### config.mk
export PLATFORM = sky130hd
export DESIGN_NAME = dwcrc_top
export DESIGN_NICKNAME = d
export VERILOG_FILES = /design/src/rtl/dwcrc_pkg.sv /design/src/rtl/dwcrc_tree.sv /design/src/rtl/dwcrc_top.sv
export SDC_FILE = /design/constraint.sdc
export NUM_CORES = 1
export LEC_CHECK = 0
export ABC_AREA = 1
export BUFFER_PORTS_ARGS = -buffer_cell sky130_fd_sc_hd__buf_4
export CELL_PAD_IN_SITES_DETAIL_PLACEMENT = 1
export CELL_PAD_IN_SITES_GLOBAL_PLACEMENT = 2
export CORE_UTILIZATION = 36
export DETAILED_ROUTE_END_ITERATION = 16
export GPL_ROUTABILITY_DRIVEN = 1
export PLACE_DENSITY = 0.94
export SLEW_MARGIN = 40
export SYNTH_ARGS = -nofsm -noshare
export SYNTH_HDL_FRONTEND = slang
export SYNTH_SLANG_ARGS = --single-unit
### constraint.sdc
create_clock -name clk_in -period 10.1 [get_ports clk_in]
set_clock_uncertainty 0.1 [all_clocks]
set_input_delay 1.01 -clock clk_in [delete_from_list [all_inputs] [get_ports clk_in]]
set_output_delay 1.01 -clock clk_in [all_outputs]
set_load 0.01 [all_outputs]
### src/rtl/dwcrc_pkg.sv
// shared constants, types and field layout for the write-data checksum checker
package dwcrc_pkg;

  // clock and alert timing
  localparam int CLK_PERIOD_NS    = 10;
  localparam int ALERT_LAT_MIN_NS = 3;
  localparam int ALERT_LAT_MAX_NS = 13;
  localparam int ALERT_LAT_MIN_CYC =
    ((ALERT_LAT_MIN_NS + CLK_PERIOD_NS - 1) / CLK_PERIOD_NS) < 1 ? 1 :
    ((ALERT_LAT_MIN_NS + CLK_PERIOD_NS - 1) / CLK_PERIOD_NS);
  localparam int ALERT_LAT_MAX_CYC =
    (ALERT_LAT_MAX_NS / CLK_PERIOD_NS) < 1 ? 1 : (ALERT_LAT_MAX_NS / CLK_PERIOD_NS);
  localparam int ALERT_PW_MIN_TCK = 6;
  localparam int ALERT_PW_MAX_TCK = 10;

  // frame geometry
  localparam int FRAME_XFERS     = 10;
  localparam int BURST_XFERS     = 8;
  localparam int CRC_XFER        = 8;
  localparam int CRC_HI_XFER     = 9;
  localparam int CODE_W          = 72;
  localparam int DQ_LANES        = 16;
  localparam int NUM_LANES       = 18;
  localparam int LOWER_MASK_LANE = 16;
  localparam int UPPER_MASK_LANE = 17;
  localparam logic [7:0] CRC_POLY = 8'h07;

  // register port
  localparam int ADDR_W = 4;
  localparam int DATA_W = 16;
  localparam logic [ADDR_W-1:0] REG_MODE_FIVE  = 4'h0;
  localparam logic [ADDR_W-1:0] REG_MPR_THREE  = 4'h1;
  localparam logic [ADDR_W-1:0] REG_CRC_CALC   = 4'h2;
  localparam logic [ADDR_W-1:0] REG_CRC_RECV   = 4'h3;

  // mode register five fields
  localparam int MR5_CRC_EN  = 0;
  localparam int MR5_DM_EN   = 1;
  localparam int MR5_DBI_EN  = 2;
  localparam int MR5_ERR_CLR = 3;
  localparam int MR5_WID_LO  = 4;
  localparam int MR5_WID_HI  = 5;
  localparam logic [DATA_W-1:0] MR5_RESET = 16'h0010;
  localparam int MULTIPURPOSE_REGISTER_THREE_ERR    = 0;

  // device width select
  typedef enum logic [1:0] {
    DWCRC_X4  = 2'h0,
    DWCRC_X8  = 2'h1,
    DWCRC_X16 = 2'h2
  } dwcrc_width_t;

  // alert pulse sequencer, one-hot
  typedef enum logic [2:0] {
    DWCRC_IDLE  = 3'h1,
    DWCRC_PULSE = 3'h2,
    DWCRC_GAP   = 3'h4
  } dwcrc_alert_st_t;

  // link pins sampled together
  typedef struct packed {
    logic                 strobe;
    logic                 frame;
    logic [NUM_LANES-1:0] lanes;
  } dwcrc_pins_t;

endpackage

### src/rtl/dwcrc_tree.sv
// parallel 8-bit checksum tree over one 72-bit code word
`timescale 1ns/100ps
module dwcrc_tree
  import dwcrc_pkg::*;
(
  // code word in
  input  wire logic [CODE_W-1:0] word_in,
  // checksum out
  output logic      [7:0]        crc_out
);

  // unrolled serial division, bit 71 first from a zero state; the loop folds into a
  // flat xor tree per output bit, so bits 0..7 all come from one polynomial
  function automatic logic [7:0] crc8_of(input logic [CODE_W-1:0] d);
    logic [7:0] c;
    logic       fb;
    c  = 8'h00;
    fb = 1'b0;
    for (int i = CODE_W - 1; i >= 0; i--)
    begin
      fb = c[7] ^ d[i];
      c  = {c[6:0], 1'b0} ^ (fb ? CRC_POLY : 8'h00);
    end
    return c;
  endfunction

  // bit 6 and bit 7 equations, and bits 0 to 5, all fall out of the same tree
  assign crc_out = crc8_of(word_in);

endmodule

### src/rtl/dwcrc_top.sv
// device-side write-data checksum checker with alert pulse and error flags
//
// The implementer's own choices: the address-and-strobe port and the address map.
`timescale 1ns/100ps
module dwcrc_top
  import dwcrc_pkg::*;
#(
  parameter int unsigned ALERT_PW_CYC = 8
)
(
  // clock and reset
  input  wire logic                clk_in,
  input  wire logic                rst_in,
  // register port
  input  wire logic [ADDR_W-1:0]   reg_addr_in,
  input  wire logic [DATA_W-1:0]   reg_wdata_in,
  input  wire logic                reg_wr_in,
  input  wire logic                reg_rd_in,
  output logic      [DATA_W-1:0]   reg_rdata_out,
  // write link pins
  input  wire logic                strobe_in,
  input  wire logic                frame_in,
  input  wire logic [DQ_LANES-1:0] dq_in,
  input  wire logic                lower_mask_lane_in,
  input  wire logic                upper_mask_lane_in,
  // shared alert line, open drain
  output logic                     alert_n_out,
  output logic                     alert_oe_n_out,
  // write data toward the array
  output logic                     wr_valid_out,
  output logic [DQ_LANES*8-1:0]    wr_data_out
);

  localparam logic [3:0] PW_LAST  = 4'(ALERT_PW_CYC - 1);
  localparam logic [3:0] XFER_END = 4'(FRAME_XFERS);
  localparam logic [3:0] DATA_END = 4'(BURST_XFERS - 1);

  // pack one byte-wide half into a code word; top byte is mask/inversion or ones
  function automatic logic [CODE_W-1:0] pack_word(
    input logic [7:0][FRAME_XFERS-1:0] l,
    input logic [FRAME_XFERS-1:0]      m,
    input logic                        use_m
  );
    logic [CODE_W-1:0] w;
    w = '1;
    for (int n = 0; n < 8; n++)
    begin
      w[8*n +: 8] = l[n][7:0];
    end
    w[71:64] = use_m ? m[7:0] : 8'hFF;
    return w;
  endfunction

  // received checksum of one byte-wide half, sent in transfer 8
  function automatic logic [7:0] recv_byte(input logic [7:0][FRAME_XFERS-1:0] l);
    logic [7:0] c;
    c = 8'h00;
    for (int n = 0; n < 8; n++)
    begin
      c[n] = l[n][CRC_XFER];
    end
    return c;
  endfunction

  // pin synchronisers and edge history
  dwcrc_pins_t pins_raw;
  dwcrc_pins_t pins_s1;
  dwcrc_pins_t pins_s2;
  dwcrc_pins_t pins_s3;

  // frame capture
  logic [NUM_LANES-1:0][FRAME_XFERS-1:0] lane_q;
  logic [3:0]                            xfer_cnt;
  logic                                  check_go;
  logic                                  len_bad;
  logic                                  wr_go;

  // mode register five and status
  logic               crc_en;
  logic               dm_en;
  logic               dbi_en;
  logic               err_clr;
  logic [1:0]         width_sel;
  logic               multipurpose_register_three_err;
  logic [15:0]        crc_calc_q;
  logic [15:0]        crc_recv_q;

  // alert sequencer
  dwcrc_alert_st_t    alert_st;
  dwcrc_alert_st_t    next_alert_st;
  logic [3:0]         pw_cnt;
  logic               err_pending;

  // combinational nets
  logic               xfer_take;
  logic               frame_rise;
  logic               frame_fall;
  logic [3:0]         wr_idx;
  logic [3:0]         next_xfer_cnt;
  logic               use_mask;
  logic               is_x4;
  logic               is_x16;
  logic [CODE_W-1:0]  word_x8_lo;
  logic [CODE_W-1:0]  word_x4;
  logic [CODE_W-1:0]  word_lo;
  logic [CODE_W-1:0]  word_hi;
  logic [7:0]         calc_lo;
  logic [7:0]         calc_hi;
  logic [7:0]         recv_lo;
  logic [7:0]         recv_hi;
  logic               mismatch;
  logic               err_evt;
  logic               mr5_wr;
  logic [DATA_W-1:0]  mr5_view;
  logic [DATA_W-1:0]  rd_mux;

  // pins gathered into one word so they cross with the same latency
  assign pins_raw.strobe = strobe_in;
  assign pins_raw.frame  = frame_in;
  assign pins_raw.lanes  = {upper_mask_lane_in, lower_mask_lane_in, dq_in};

  // two-stage synchroniser; s3 only serves edge detection on the settled stage
  always_ff @(posedge clk_in)
  begin
    if (rst_in)
    begin
      pins_s1 <= '0;
      pins_s2 <= '0;
      pins_s3 <= '0;
    end
    else
    begin
      pins_s1 <= pins_raw;
      pins_s2 <= pins_s1;
      pins_s3 <= pins_s2;
    end
  end

  // each strobe edge inside a frame is one transfer (double data rate)
  assign xfer_take  = (pins_s2.strobe ^ pins_s3.strobe) & pins_s2.frame;
  assign frame_rise = pins_s2.frame & ~pins_s3.frame;
  assign frame_fall = ~pins_s2.frame & pins_s3.frame;
  assign wr_idx     = frame_rise ? 4'h0 : xfer_cnt;

  // count saturates past the frame so an overlong frame is still caught
  assign next_xfer_cnt = frame_rise ? {3'h0, xfer_take} :
                         (xfer_take && xfer_cnt != 4'hF) ? xfer_cnt + 4'h1 : xfer_cnt;

  // transfer counter and frame-end triggers
  always_ff @(posedge clk_in)
  begin
    if (rst_in)
    begin
      xfer_cnt <= 4'h0;
      check_go <= 1'b0;
      len_bad  <= 1'b0;
      wr_go    <= 1'b0;
    end
    else
    begin
      xfer_cnt <= next_xfer_cnt;
      check_go <= frame_fall & crc_en;
      len_bad  <= frame_fall & crc_en & (xfer_cnt != XFER_END);
      wr_go    <= xfer_take & (wr_idx == DATA_END);
    end
  end

  // lane storage; unsent transfers read as ones
  always_ff @(posedge clk_in)
  begin
    if (rst_in)
    begin
      lane_q <= '1;
    end
    else
    begin
      for (int l = 0; l < NUM_LANES; l++)
      begin
        if (frame_rise)
        begin
          lane_q[l] <= '1;
        end
        if (xfer_take && wr_idx < XFER_END)
        begin
          lane_q[l][wr_idx] <= pins_s2.lanes[l];
        end
      end
    end
  end

  // width decode; the reserved width code behaves as byte-wide
  assign is_x4    = (width_sel == DWCRC_X4);
  assign is_x16   = (width_sel == DWCRC_X16);
  // mask and inversion are never both on; either one puts the lane in the tree
  assign use_mask = dm_en | dbi_en;

  // code words for each width
  assign word_x8_lo = pack_word(lane_q[7:0], lane_q[LOWER_MASK_LANE], use_mask);
  assign word_x4    = {40'hFF_FFFF_FFFF, word_x8_lo[31:0]};
  assign word_lo    = is_x4 ? word_x4 : word_x8_lo;
  assign word_hi    = pack_word(lane_q[15:8], lane_q[UPPER_MASK_LANE], use_mask);

  // nibble frames carry the high checksum nibble in transfer 9
  assign recv_lo = is_x4 ? {lane_q[3][CRC_HI_XFER], lane_q[2][CRC_HI_XFER],
                            lane_q[1][CRC_HI_XFER], lane_q[0][CRC_HI_XFER],
                            lane_q[3][CRC_XFER], lane_q[2][CRC_XFER],
                            lane_q[1][CRC_XFER], lane_q[0][CRC_XFER]}
                         : recv_byte(lane_q[7:0]);
  assign recv_hi = recv_byte(lane_q[15:8]);

  // lower tree, always in use
  dwcrc_tree u_tree_lo (
    .word_in (word_lo),
    .crc_out (calc_lo)
  );

  // upper tree, only consulted for the 16-bit width
  dwcrc_tree u_tree_hi (
    .word_in (word_hi),
    .crc_out (calc_hi)
  );

  // transfer 9 of byte-wide lanes is not checked; a stray zero there is tolerated
  assign mismatch = (calc_lo != recv_lo) | (is_x16 & (calc_hi != recv_hi));
  assign err_evt  = (check_go & mismatch) | len_bad;

  // data leaves for the array after transfer 7, before the checksum arrives
  always_ff @(posedge clk_in)
  begin
    if (rst_in)
    begin
      wr_valid_out <= 1'b0;
      wr_data_out  <= '0;
    end
    else
    begin
      wr_valid_out <= wr_go;
      for (int n = 0; n < DQ_LANES; n++)
      begin
        wr_data_out[8*n +: 8] <= lane_q[n][7:0];
      end
    end
  end

  // checksum snapshots for software
  always_ff @(posedge clk_in)
  begin
    if (rst_in)
    begin
      crc_calc_q <= 16'h0000;
      crc_recv_q <= 16'h0000;
    end
    else if (check_go)
    begin
      crc_calc_q <= {calc_hi, calc_lo};
      crc_recv_q <= {recv_hi, recv_lo};
    end
  end

  // register write decode
  assign mr5_wr = reg_wr_in & (reg_addr_in == REG_MODE_FIVE);

  // mode register five; a new error beats a clear written in the same cycle
  always_ff @(posedge clk_in)
  begin
    if (rst_in)
    begin
      crc_en    <= MR5_RESET[MR5_CRC_EN];
      dm_en     <= MR5_RESET[MR5_DM_EN];
      dbi_en    <= MR5_RESET[MR5_DBI_EN];
      err_clr   <= MR5_RESET[MR5_ERR_CLR];
      width_sel <= MR5_RESET[MR5_WID_HI:MR5_WID_LO];
      multipurpose_register_three_err  <= 1'b0;
    end
    else
    begin
      if (mr5_wr)
      begin
        crc_en    <= reg_wdata_in[MR5_CRC_EN];
        dm_en     <= reg_wdata_in[MR5_DM_EN];
        dbi_en    <= reg_wdata_in[MR5_DBI_EN];
        width_sel <= reg_wdata_in[MR5_WID_HI:MR5_WID_LO];
      end
      if (err_evt)
      begin
        err_clr  <= 1'b1;
        multipurpose_register_three_err <= 1'b1;
      end
      else if (mr5_wr && !reg_wdata_in[MR5_ERR_CLR])
      begin
        err_clr  <= 1'b0;
        multipurpose_register_three_err <= 1'b0;
      end
    end
  end

  // mode register five read view
  assign mr5_view[MR5_CRC_EN]            = crc_en;
  assign mr5_view[MR5_DM_EN]             = dm_en;
  assign mr5_view[MR5_DBI_EN]            = dbi_en;
  assign mr5_view[MR5_ERR_CLR]           = err_clr;
  assign mr5_view[MR5_WID_HI:MR5_WID_LO] = width_sel;
  assign mr5_view[DATA_W-1:MR5_WID_HI+1] = '0;

  // the error status bit lets software tell checksum from parity alerts
  assign rd_mux = (reg_addr_in == REG_MODE_FIVE) ? mr5_view :
                  (reg_addr_in == REG_MPR_THREE) ? {15'h0000, multipurpose_register_three_err} :
                  (reg_addr_in == REG_CRC_CALC)  ? crc_calc_q :
                  (reg_addr_in == REG_CRC_RECV)  ? crc_recv_q : 16'h0000;

  // read data stands for one cycle only
  always_ff @(posedge clk_in)
  begin
    if (rst_in)
    begin
      reg_rdata_out <= 16'h0000;
    end
    else
    begin
      reg_rdata_out <= reg_rd_in ? rd_mux : 16'h0000;
    end
  end

  // alert sequencer: a pulse, never a level, then two released cycles (gap, then idle) so that
  // errors back to back still show as separate pulses to the host
  always_comb
  begin
    next_alert_st = alert_st;
    case (alert_st)
      DWCRC_IDLE:
      begin
        if (err_pending)
        begin
          next_alert_st = DWCRC_PULSE;
        end
      end
      DWCRC_PULSE:
      begin
        if (pw_cnt == PW_LAST)
        begin
          next_alert_st = DWCRC_GAP;
        end
      end
      DWCRC_GAP:
      begin
        next_alert_st = DWCRC_IDLE;
      end
      default:
      begin
        next_alert_st = DWCRC_IDLE;
      end
    endcase
  end

  // pending error is taken when the pulse starts; a new one wins that cycle
  always_ff @(posedge clk_in)
  begin
    if (rst_in)
    begin
      err_pending <= 1'b0;
    end
    else if (err_evt)
    begin
      err_pending <= 1'b1;
    end
    else if (alert_st == DWCRC_IDLE)
    begin
      err_pending <= 1'b0;
    end
  end

  // state, width counter and pin drivers, all registered
  always_ff @(posedge clk_in)
  begin
    if (rst_in)
    begin
      alert_st       <= DWCRC_IDLE;
      pw_cnt         <= 4'h0;
      alert_n_out    <= 1'b1;
      alert_oe_n_out <= 1'b1;
    end
    else
    begin
      alert_st       <= next_alert_st;
      pw_cnt         <= (alert_st == DWCRC_PULSE) ? pw_cnt + 4'h1 : 4'h0;
      alert_n_out    <= (next_alert_st != DWCRC_PULSE);
      alert_oe_n_out <= (next_alert_st != DWCRC_PULSE);
    end
  end

endmodule

# After elaboration in Yosys (flattened, before gate mapping)
# Index checks and enable logic that the tools add are counted.
[totals]
latch_bits = 0
word_cells = 615
mem_bits_rw = 0
output_inout_bits = 147
register_bits = 421
mem_bits_ro = 0
inputBits = 44
mem_count = 0
[classes]
multipliers = 0
magnitude_cmp = 3
eq_ne = 13
n_mux = 236
add_sub_neg = 2
n_div = 0
bitwise = 301
shifts = 0
reduce_logical = 14
[ops]
columns = ["cell", "count"]
rows = [
  ["$xor 8x8->8", 140],
  ["$mux 10", 54],
  ["$mux 3", 146],
  ["$bwmux 10", 18],
  ["$xor 1x1->1", 141],
  ["$mux 72", 1],
  ["$mux 16", 2],
  ["$mux 8", 3],
  ["$ne 8x8->1", 2],
  ["$xor 8x3->8", 2],
  ["$mux 6", 2],
  ["$and 1x1->1", 9],
  ["$add 4x1->4 const B", 2],
  ["$eq 4x2->1 const B", 2],
  ["$eq 4x3->1 const B", 2],
  ["$ne 4x4->1 const B", 2],
  ["$mux 1", 7],
  ["$pmux 3 s2", 1],
  ["$reduce_bool 2->1", 3],
  ["$reduce_or 2->1", 3],
  ["$lt 4x5->1 const B", 1],
  ["$demux 1 s4", 1],
  ["$eq 4x1->1 const B", 1],
  ["$ge 4x1->1 const B", 1],
  ["14 further kinds", 23],
]

# Longest topological paths before layout
[depth]
depth_word = 221
depth_mapped = 62
mapped_depth_nobuf = 61

# Hierarchy
# A second synthesis with hierarchy kept.
[unflattened]
hier_cells = 3225
area_unflattened_um2 = 21859.7
[by_module_without_submodules]
columns = ["mod", "cells_each", "area_per_inst_um2", "instances", "seq_area_each_um2"]
rows = [
  ["dwcrc_top", 1613, 13839.5, 1, 8107.8],
  ["dwcrc_tree", 806, 4010.1, 2, 0.0],
]

# Worst setup path after synthesis
# OpenSTA, ideal clock, no wires.
[synth_path]
path_type = "register to register"
from = "register dm_en"
to = "register multipurpose_register_three_err"
arrival_time_ns = 4.412
n_path_buf = 1
period_less_slack_ns = 4.620
path_slack_ns = 5.480
required_time_ns = 9.891
setup_time_ns = 0.109
path_stages_with_launch = 57
path_cell_list = "dfxtp_1 inv_2 nand2_4 buf_8 nand2_2 nand3_2 nand2_2 nand2_1 inv_1 nor2_2 nand2_1 nand3_1 nand3_1 nand3_1 nand2_1 nand2_2 nand2_4 inv_2 (+21 left out) nand3_1 nand2_2 nand2_2 nand2_1 nand2_2 nand2_4 nand2_2 nand2_2 nand2_1 nand2_1 nor2_1 nand2_1 nor2_1 nand2_1 nand2_1 nand3_1 nand2_1 inv_1"
[synth_between]
elab_chain_len = 103
elab_cells_between_ends = 440
cone_classes = "eq/ne (2); mux (148); bitwise (289); reduce/logical (1)"
[synth_rtl]
columns = ["element", "line", "rtl"]
rows = [
  ["start, declared", "dwcrc_top.sv:80", "logic dm_en;"],
  ["start signal, assigned", "dwcrc_top.sv:269", "dm_en <= MR5_RESET[MR5_DM_EN];"],
  ["start signal, assigned", "dwcrc_top.sv:280", "dm_en <= reg_wdata_in[MR5_DM_EN];"],
  ["$or 1x1->1 (*)", "dwcrc_top.sv:195", "assign use_mask = dm_en | dbi_en;"],
  ["$mux 8", "dwcrc_top.sv:50", "w[71:64] = use_m ? m[7:0] : 8'hFF;"],
  ["$mux 72 / $xor 1x1->1 (equally long branches)", "dwcrc_top.sv:200, dwcrc_tree.sv:21", ""],
  ["$xor 1x1->1 / $mux 3 (equally long branches)", "dwcrc_tree.sv:21, dwcrc_tree.sv:22", ""],
  ["$mux 3 / $xor 8x8->8 (equally long branches)", "dwcrc_tree.sv:22", "c = {c[6:0], 1'b0} ^ (fb ? CRC_POLY : 8'h00);"],
  ["$xor 8x8->8 (5 in a row)", "dwcrc_tree.sv:22", ""],
  ["$xor 8x8->8 / $xor 1x1->1 (equally long branches)", "dwcrc_tree.sv:22, dwcrc_tree.sv:21", ""],
  ["$xor 1x1->1 (tied with other cells)", "dwcrc_tree.sv:21", "fb = c[7] ^ d[i];"],
  ["(+83 left out)", "--", ""],
  ["$xor 1x1->1 (tied with other cells)", "dwcrc_tree.sv:21", ""],
  ["$mux 3 (tied with other cells)", "dwcrc_tree.sv:22", ""],
  ["$xor 8x3->8 / $ne 8x8->1 (equally long branches)", "dwcrc_tree.sv:22, dwcrc_top.sv:224", ""],
  ["$ne 8x8->1 / $and 1x1->1 (equally long branches)", "dwcrc_top.sv:224", "assign mismatch = (calc_lo != recv_lo) | (is_x16 & (calc_hi != recv_hi));"],
  ["$or 1x1->1 (*)", "dwcrc_top.sv:224", ""],
  ["$and 1x1->1 (*)", "dwcrc_top.sv:225", "assign err_evt = (check_go & mismatch) | len_bad;"],
  ["$or 1x1->1 (*)", "dwcrc_top.sv:225", ""],
  ["$mux 1 / $reduce_bool 2->1 (equally long branches)", "--", ""],
  ["end signal, assigned", "dwcrc_top.sv:273", "multipurpose_register_three_err <= 1'b0;"],
  ["end signal, assigned", "dwcrc_top.sv:287", "multipurpose_register_three_err <= 1'b1;"],
  ["end signal, assigned", "dwcrc_top.sv:292", "multipurpose_register_three_err <= 1'b0;"],
  ["end, declared", "dwcrc_top.sv:84", "logic multipurpose_register_three_err;"],
]
# Every way passes the cells marked *; elsewhere a longest branch is shown, timed or not.
# A chain may end at the register's enable or synchronous reset.

# Worst setup path in the final report
[layout_path]
from = "register dbi_en"
to = "register err_pending"
[layout_between]
elab_chain_len = 103
elab_cells_between_ends = 440
cone_classes = "eq/ne (2); mux (148); bitwise (289); reduce/logical (1)"
[layout_rtl]
columns = ["element", "line", "rtl"]
rows = [
  ["start, declared", "dwcrc_top.sv:81", "logic dbi_en;"],
  ["start signal, assigned", "dwcrc_top.sv:270", "dbi_en <= MR5_RESET[MR5_DBI_EN];"],
  ["start signal, assigned", "dwcrc_top.sv:281", "dbi_en <= reg_wdata_in[MR5_DBI_EN];"],
  ["$or 1x1->1 (*)", "dwcrc_top.sv:195", ""],
  ["$mux 8", "dwcrc_top.sv:50", ""],
  ["$mux 72 / $xor 1x1->1 (equally long branches)", "dwcrc_top.sv:200, dwcrc_tree.sv:21", ""],
  ["$xor 1x1->1 / $mux 3 (equally long branches)", "dwcrc_tree.sv:21, dwcrc_tree.sv:22", ""],
  ["$mux 3 / $xor 8x8->8 (equally long branches)", "dwcrc_tree.sv:22", ""],
  ["$xor 8x8->8 (5 in a row)", "dwcrc_tree.sv:22", ""],
  ["$xor 8x8->8 / $xor 1x1->1 (equally long branches)", "dwcrc_tree.sv:22, dwcrc_tree.sv:21", ""],
  ["$xor 1x1->1 (tied with other cells)", "dwcrc_tree.sv:21", ""],
  ["(+83 left out)", "--", ""],
  ["$xor 1x1->1 (tied with other cells)", "dwcrc_tree.sv:21", ""],
  ["$mux 3 (tied with other cells)", "dwcrc_tree.sv:22", ""],
  ["$xor 8x3->8 / $ne 8x8->1 (equally long branches)", "dwcrc_tree.sv:22, dwcrc_top.sv:224", ""],
  ["$ne 8x8->1 / $and 1x1->1 (equally long branches)", "dwcrc_top.sv:224", ""],
  ["$or 1x1->1 (*)", "dwcrc_top.sv:224", ""],
  ["$and 1x1->1 (*)", "dwcrc_top.sv:225", ""],
  ["$or 1x1->1 (*)", "dwcrc_top.sv:225", ""],
  ["$mux 1 / $reduce_bool 2->1 (equally long branches)", "--", ""],
  ["end signal, assigned", "dwcrc_top.sv:360", "err_pending <= 1'b0;"],
  ["end signal, assigned", "dwcrc_top.sv:364", "err_pending <= 1'b1;"],
  ["end signal, assigned", "dwcrc_top.sv:368", "err_pending <= 1'b0;"],
  ["end, declared", "dwcrc_top.sv:92", "logic err_pending;"],
]
# Marks and branches as above.

==> results.py <==
metrics = {
    "power_and_ir_drop": {
        "combPwrFrac": 0.409,
        "p_leak_nw": 13.0,
        "power_density_mw_per_mm2": 239,
        "swShare": 0.408,
        "peakVddDrop_v": 0.000166,
        "power_frac_clock": 0.309,
        "pwr-share-seq": 0.282,
        "p_int_mw": 3.46,
        "p_sw_mw": 2.39,
    },
    "yosys": {
        "synth-compound-area-share": 0.121,
        "netlist_area_sq_mm": 0.0208,
        "ys_ff_latch": 405,
        "synth-simple-area-share": 0.374,
        "synth_ff_type": "dfxtp_1",
        "ys_async_sr_fraction": 0,
        "synth.area.top_cells": "dfxtp_1, nand2_1, nand3_1, inv_1, o211ai_1",
        "syn_avg_cell_area_sq_um": 6.60,
        "synth.top_cells.by_count": "nand2_1, nand3_1, dfxtp_1",
        "ys_types": 42,
        "synth.area.mux_share": 0,
        "synth-xor-area-share": 0.0147,
        "synthesis.instances": 3145,
        "yosysWarnings": 0,
        "synth_top_area_share": 0.391,
        "synth_fp_nets": 3192,
        "yosys.area_share.adder": 0.00181,
        "synth_edf_count": 0,
        "yosysMostFrequentCell": "nand2_1",
        "synth_top_family_by_area": "simple AND/OR/NAND/NOR gates",
        "yosysTopAreaCell": "dfxtp_1",
        "seq_area_frac_synth": 0.391,
    },
    "clocking": {
        "htreeDepth": 2,
        "ctsLongestPathBuffers": 3,
        "cts_buffers": 46,
        "cts_resized": 0,
        "cts.clk_slew.worst_paths_ns": 0.06,
        "post_cts_buffers": 0,
        "insertion_delay_ns": 0.61,
        "cts_tree": "done",
        "cts_root_buffer": "clkbuf_16",
        "cts_sinks": 405,
        "hold_buffers": 0,
    },
    "route": {
        "dr.pass1.iters": 7,
        "num_vias": 21049,
        "drt_iter0_drc": 1031,
        "drt-total-wl_microns": 71000,
        "drtAntennaViolNets": 0,
        "drc": 0,
        "wire_per_inst_microns": 17.4,
        "vias_per_cell": 5.16,
    },
    "worst_setup_path": {
        "critical_path.top_delay_family": "simple AND/OR/NAND/NOR gates",
        "crit_type": "reg -> reg",
        "crit_arrival_ns": 6.88,
        "cp_slowest_cell": "nor2_4",
        "cp.required_ns": 10.51,
        "path_buf_inv": 4,
        "startpoint_type": "flip-flop",
        "reg2reg_from": "dbi_en",
        "critPathLaunch": "dbi_en",
        "critPathMostFrequentCell": "nand2_1",
        "critPathMaxStageDelay_ns": 0.46,
        "end_kind": "flip-flop",
        "crit_fanout": 10,
    },
    "sta": {
        "setup_viol": 0,
        "rsz0062_at_grt": "false",
        "hold_viol_final": 0,
        "max_freq_mhz": 154,
        "finalCritPeriodShare": 0.641,
        "fin_crit_ns": 6.48,
        "slew_viol_final": 0,
        "worstMarginPinSlew_ns": 0.799,
        "fin_tns_setup_ns": 0,
        "relSlewSlack": 0.467,
    },
    "placed_design": {
        "place_hpwl_microns": 52800,
        "place.gp.congestion": 0.896,
        "portBuffers": 180,
    },
    "grt": {
        "grt_pass1_vias": 21761,
        "grt_use_met2": 0.409,
        "top_usage_layer": "met2",
        "use_met3": 0.0298,
        "grtUsageTotal": 0.240,
        "grtUsageMet1": 0.308,
        "gr-total-overflow": 0,
        "grt_antenna_before_repair": 0,
        "grt_max_degree": 106,
        "grt_first_pass_wirelength_microns": 114000,
    },
    "min_path": {
        "hold_start": "pins_s1[18]",
        "hold_path_class": "reg -> reg",
    },
    "final_layout": {
        "fill_cells": 7345,
        "areaGrowthSynthToFinish_pct": 17.7,
        "drive_gt1_frac": 0.143,
        "nNetsFinal": 3332,
        "num_antenna_cells": 0,
        "fin_util": 0.431,
    },
    "floorplanning": {
        "core_sq_mm": 0.0567,
        "rows": 87,
        "design.die.area_sq_mm": 0.0586,
        "die_w_microns": 242,
        "start_util": 0.366,
        "die_h_microns": 242,
        "pin_count": 191,
    },
    "flow_run": {
        "cap_violations": 0,
    },
    "status": {
        "status": "finished, final reports clean",
    },
}
-- area by class of cell --
type,instances,area [sq um],share of cell area
Clock inverter,22,335,0.0137
Sequential cell,405,8110,0.332
Clock buffer,62,1290,0.0529
Timing Repair Buffer,196,1490,0.0608
Tap cell,756,946,0.0387
Inverter,427,1610,0.0658
Multi-Input combinational cell,2209,10700,0.436
-- cells by family (layout without fill, tap and decap cells) --
logic type               count (synthesis)  after routing
flip-flops                             405            405
buffers and inverters                  531            707
adder cells (fa/ha/maj)                  3              3
AND/OR/NAND/NOR                       1754           1754
XOR/XNOR                                29             29
AO/OA/AOI/OAI                          423            423
-- final timing paths --
kind / depth (start not counted) / slack, ns / endpoint
setup / recovery: 50 / 3.62 / err_pending
setup reg to reg: 50 / 3.62 / err_pending
hold / removal: 2 / 0.28 / pins_s2[18]
hold reg to reg: 2 / 0.28 / pins_s2[18]
-- power by group through the flow --
| stage | logic [mW] | clock network, mW | registers (mW) |
|---|---|---|---|
| detailed placement | 2.34 | 0 | 1.69 |
| CTS | 2.38 | 1.84 | 1.65 |
| global route | 2.69 | 1.91 | 1.65 |
| finish | 2.39 | 1.80 | 1.65 |
| global placement | 2.23 | 0 | 1.69 |
| floorplan | 1.75 | 0 | 1.70 |
-- sequential cells by signal (all words and copies together) (netlist names), 2 cells and up --
signal         cells
reg_rdata_out     16
lane_q           164
xfer_cnt           4
width_sel          2
alert_st           3
pins_s2           20
wr_data_out      128
pw_cnt             4
crc_recv_q        16
pins_s3            2
crc_calc_q        16
pins_s1           20
-- worst min-delay path, cell delays in order, from the launching register on --
cell	delay (ns)
dfxtp_1	0.29
inv_1	0.04
nor2_1	0.03
-- stage by stage --
step	instances	total power, mW	setup WS, ns	instance area, sq um	hold slack [ns]
floorplan	3145	3.45	5.48	20800	0.288
CTS	4077	5.87	3.63	24400	0.283
finish	4077	5.85	3.62	24400	0.282
global route	4077	6.25	2.88	24400	0.310
detailed placement	3993	4.03	3.68	22800	0.298
global placement	3993	3.92	3.96	22800	0.291
-- metal layers --
| metal | vias to the layer above | part of all wire |
|---|---|---|
| met1 | 10146 | 0.45 |
| met3 | 125 | 0.037 |
| met4 | 0 | 0.036 |
| met5 | - | 0 |
| met2 | 414 | 0.47 |
| li1 | 10364 | - |
-- cells in the final DEF (no fill, tap or decap), types with 10 or more instances in the layout --
cell type / instances
nand2_1: 854
nand3_1: 421
dfxtp_1: 405
inv_1: 403
nor2_1: 273
o21ai_0: 205
buf_4: 192
o211ai_1: 152
nand2_2: 133
a21oi_1: 61
clkbuf_16: 46
nand3_2: 23
inv_2: 20
xor2_1: 19
nand4_1: 11
nand2_4: 10
clkinv_2: 10
Power figures use the tool's default switching activity.
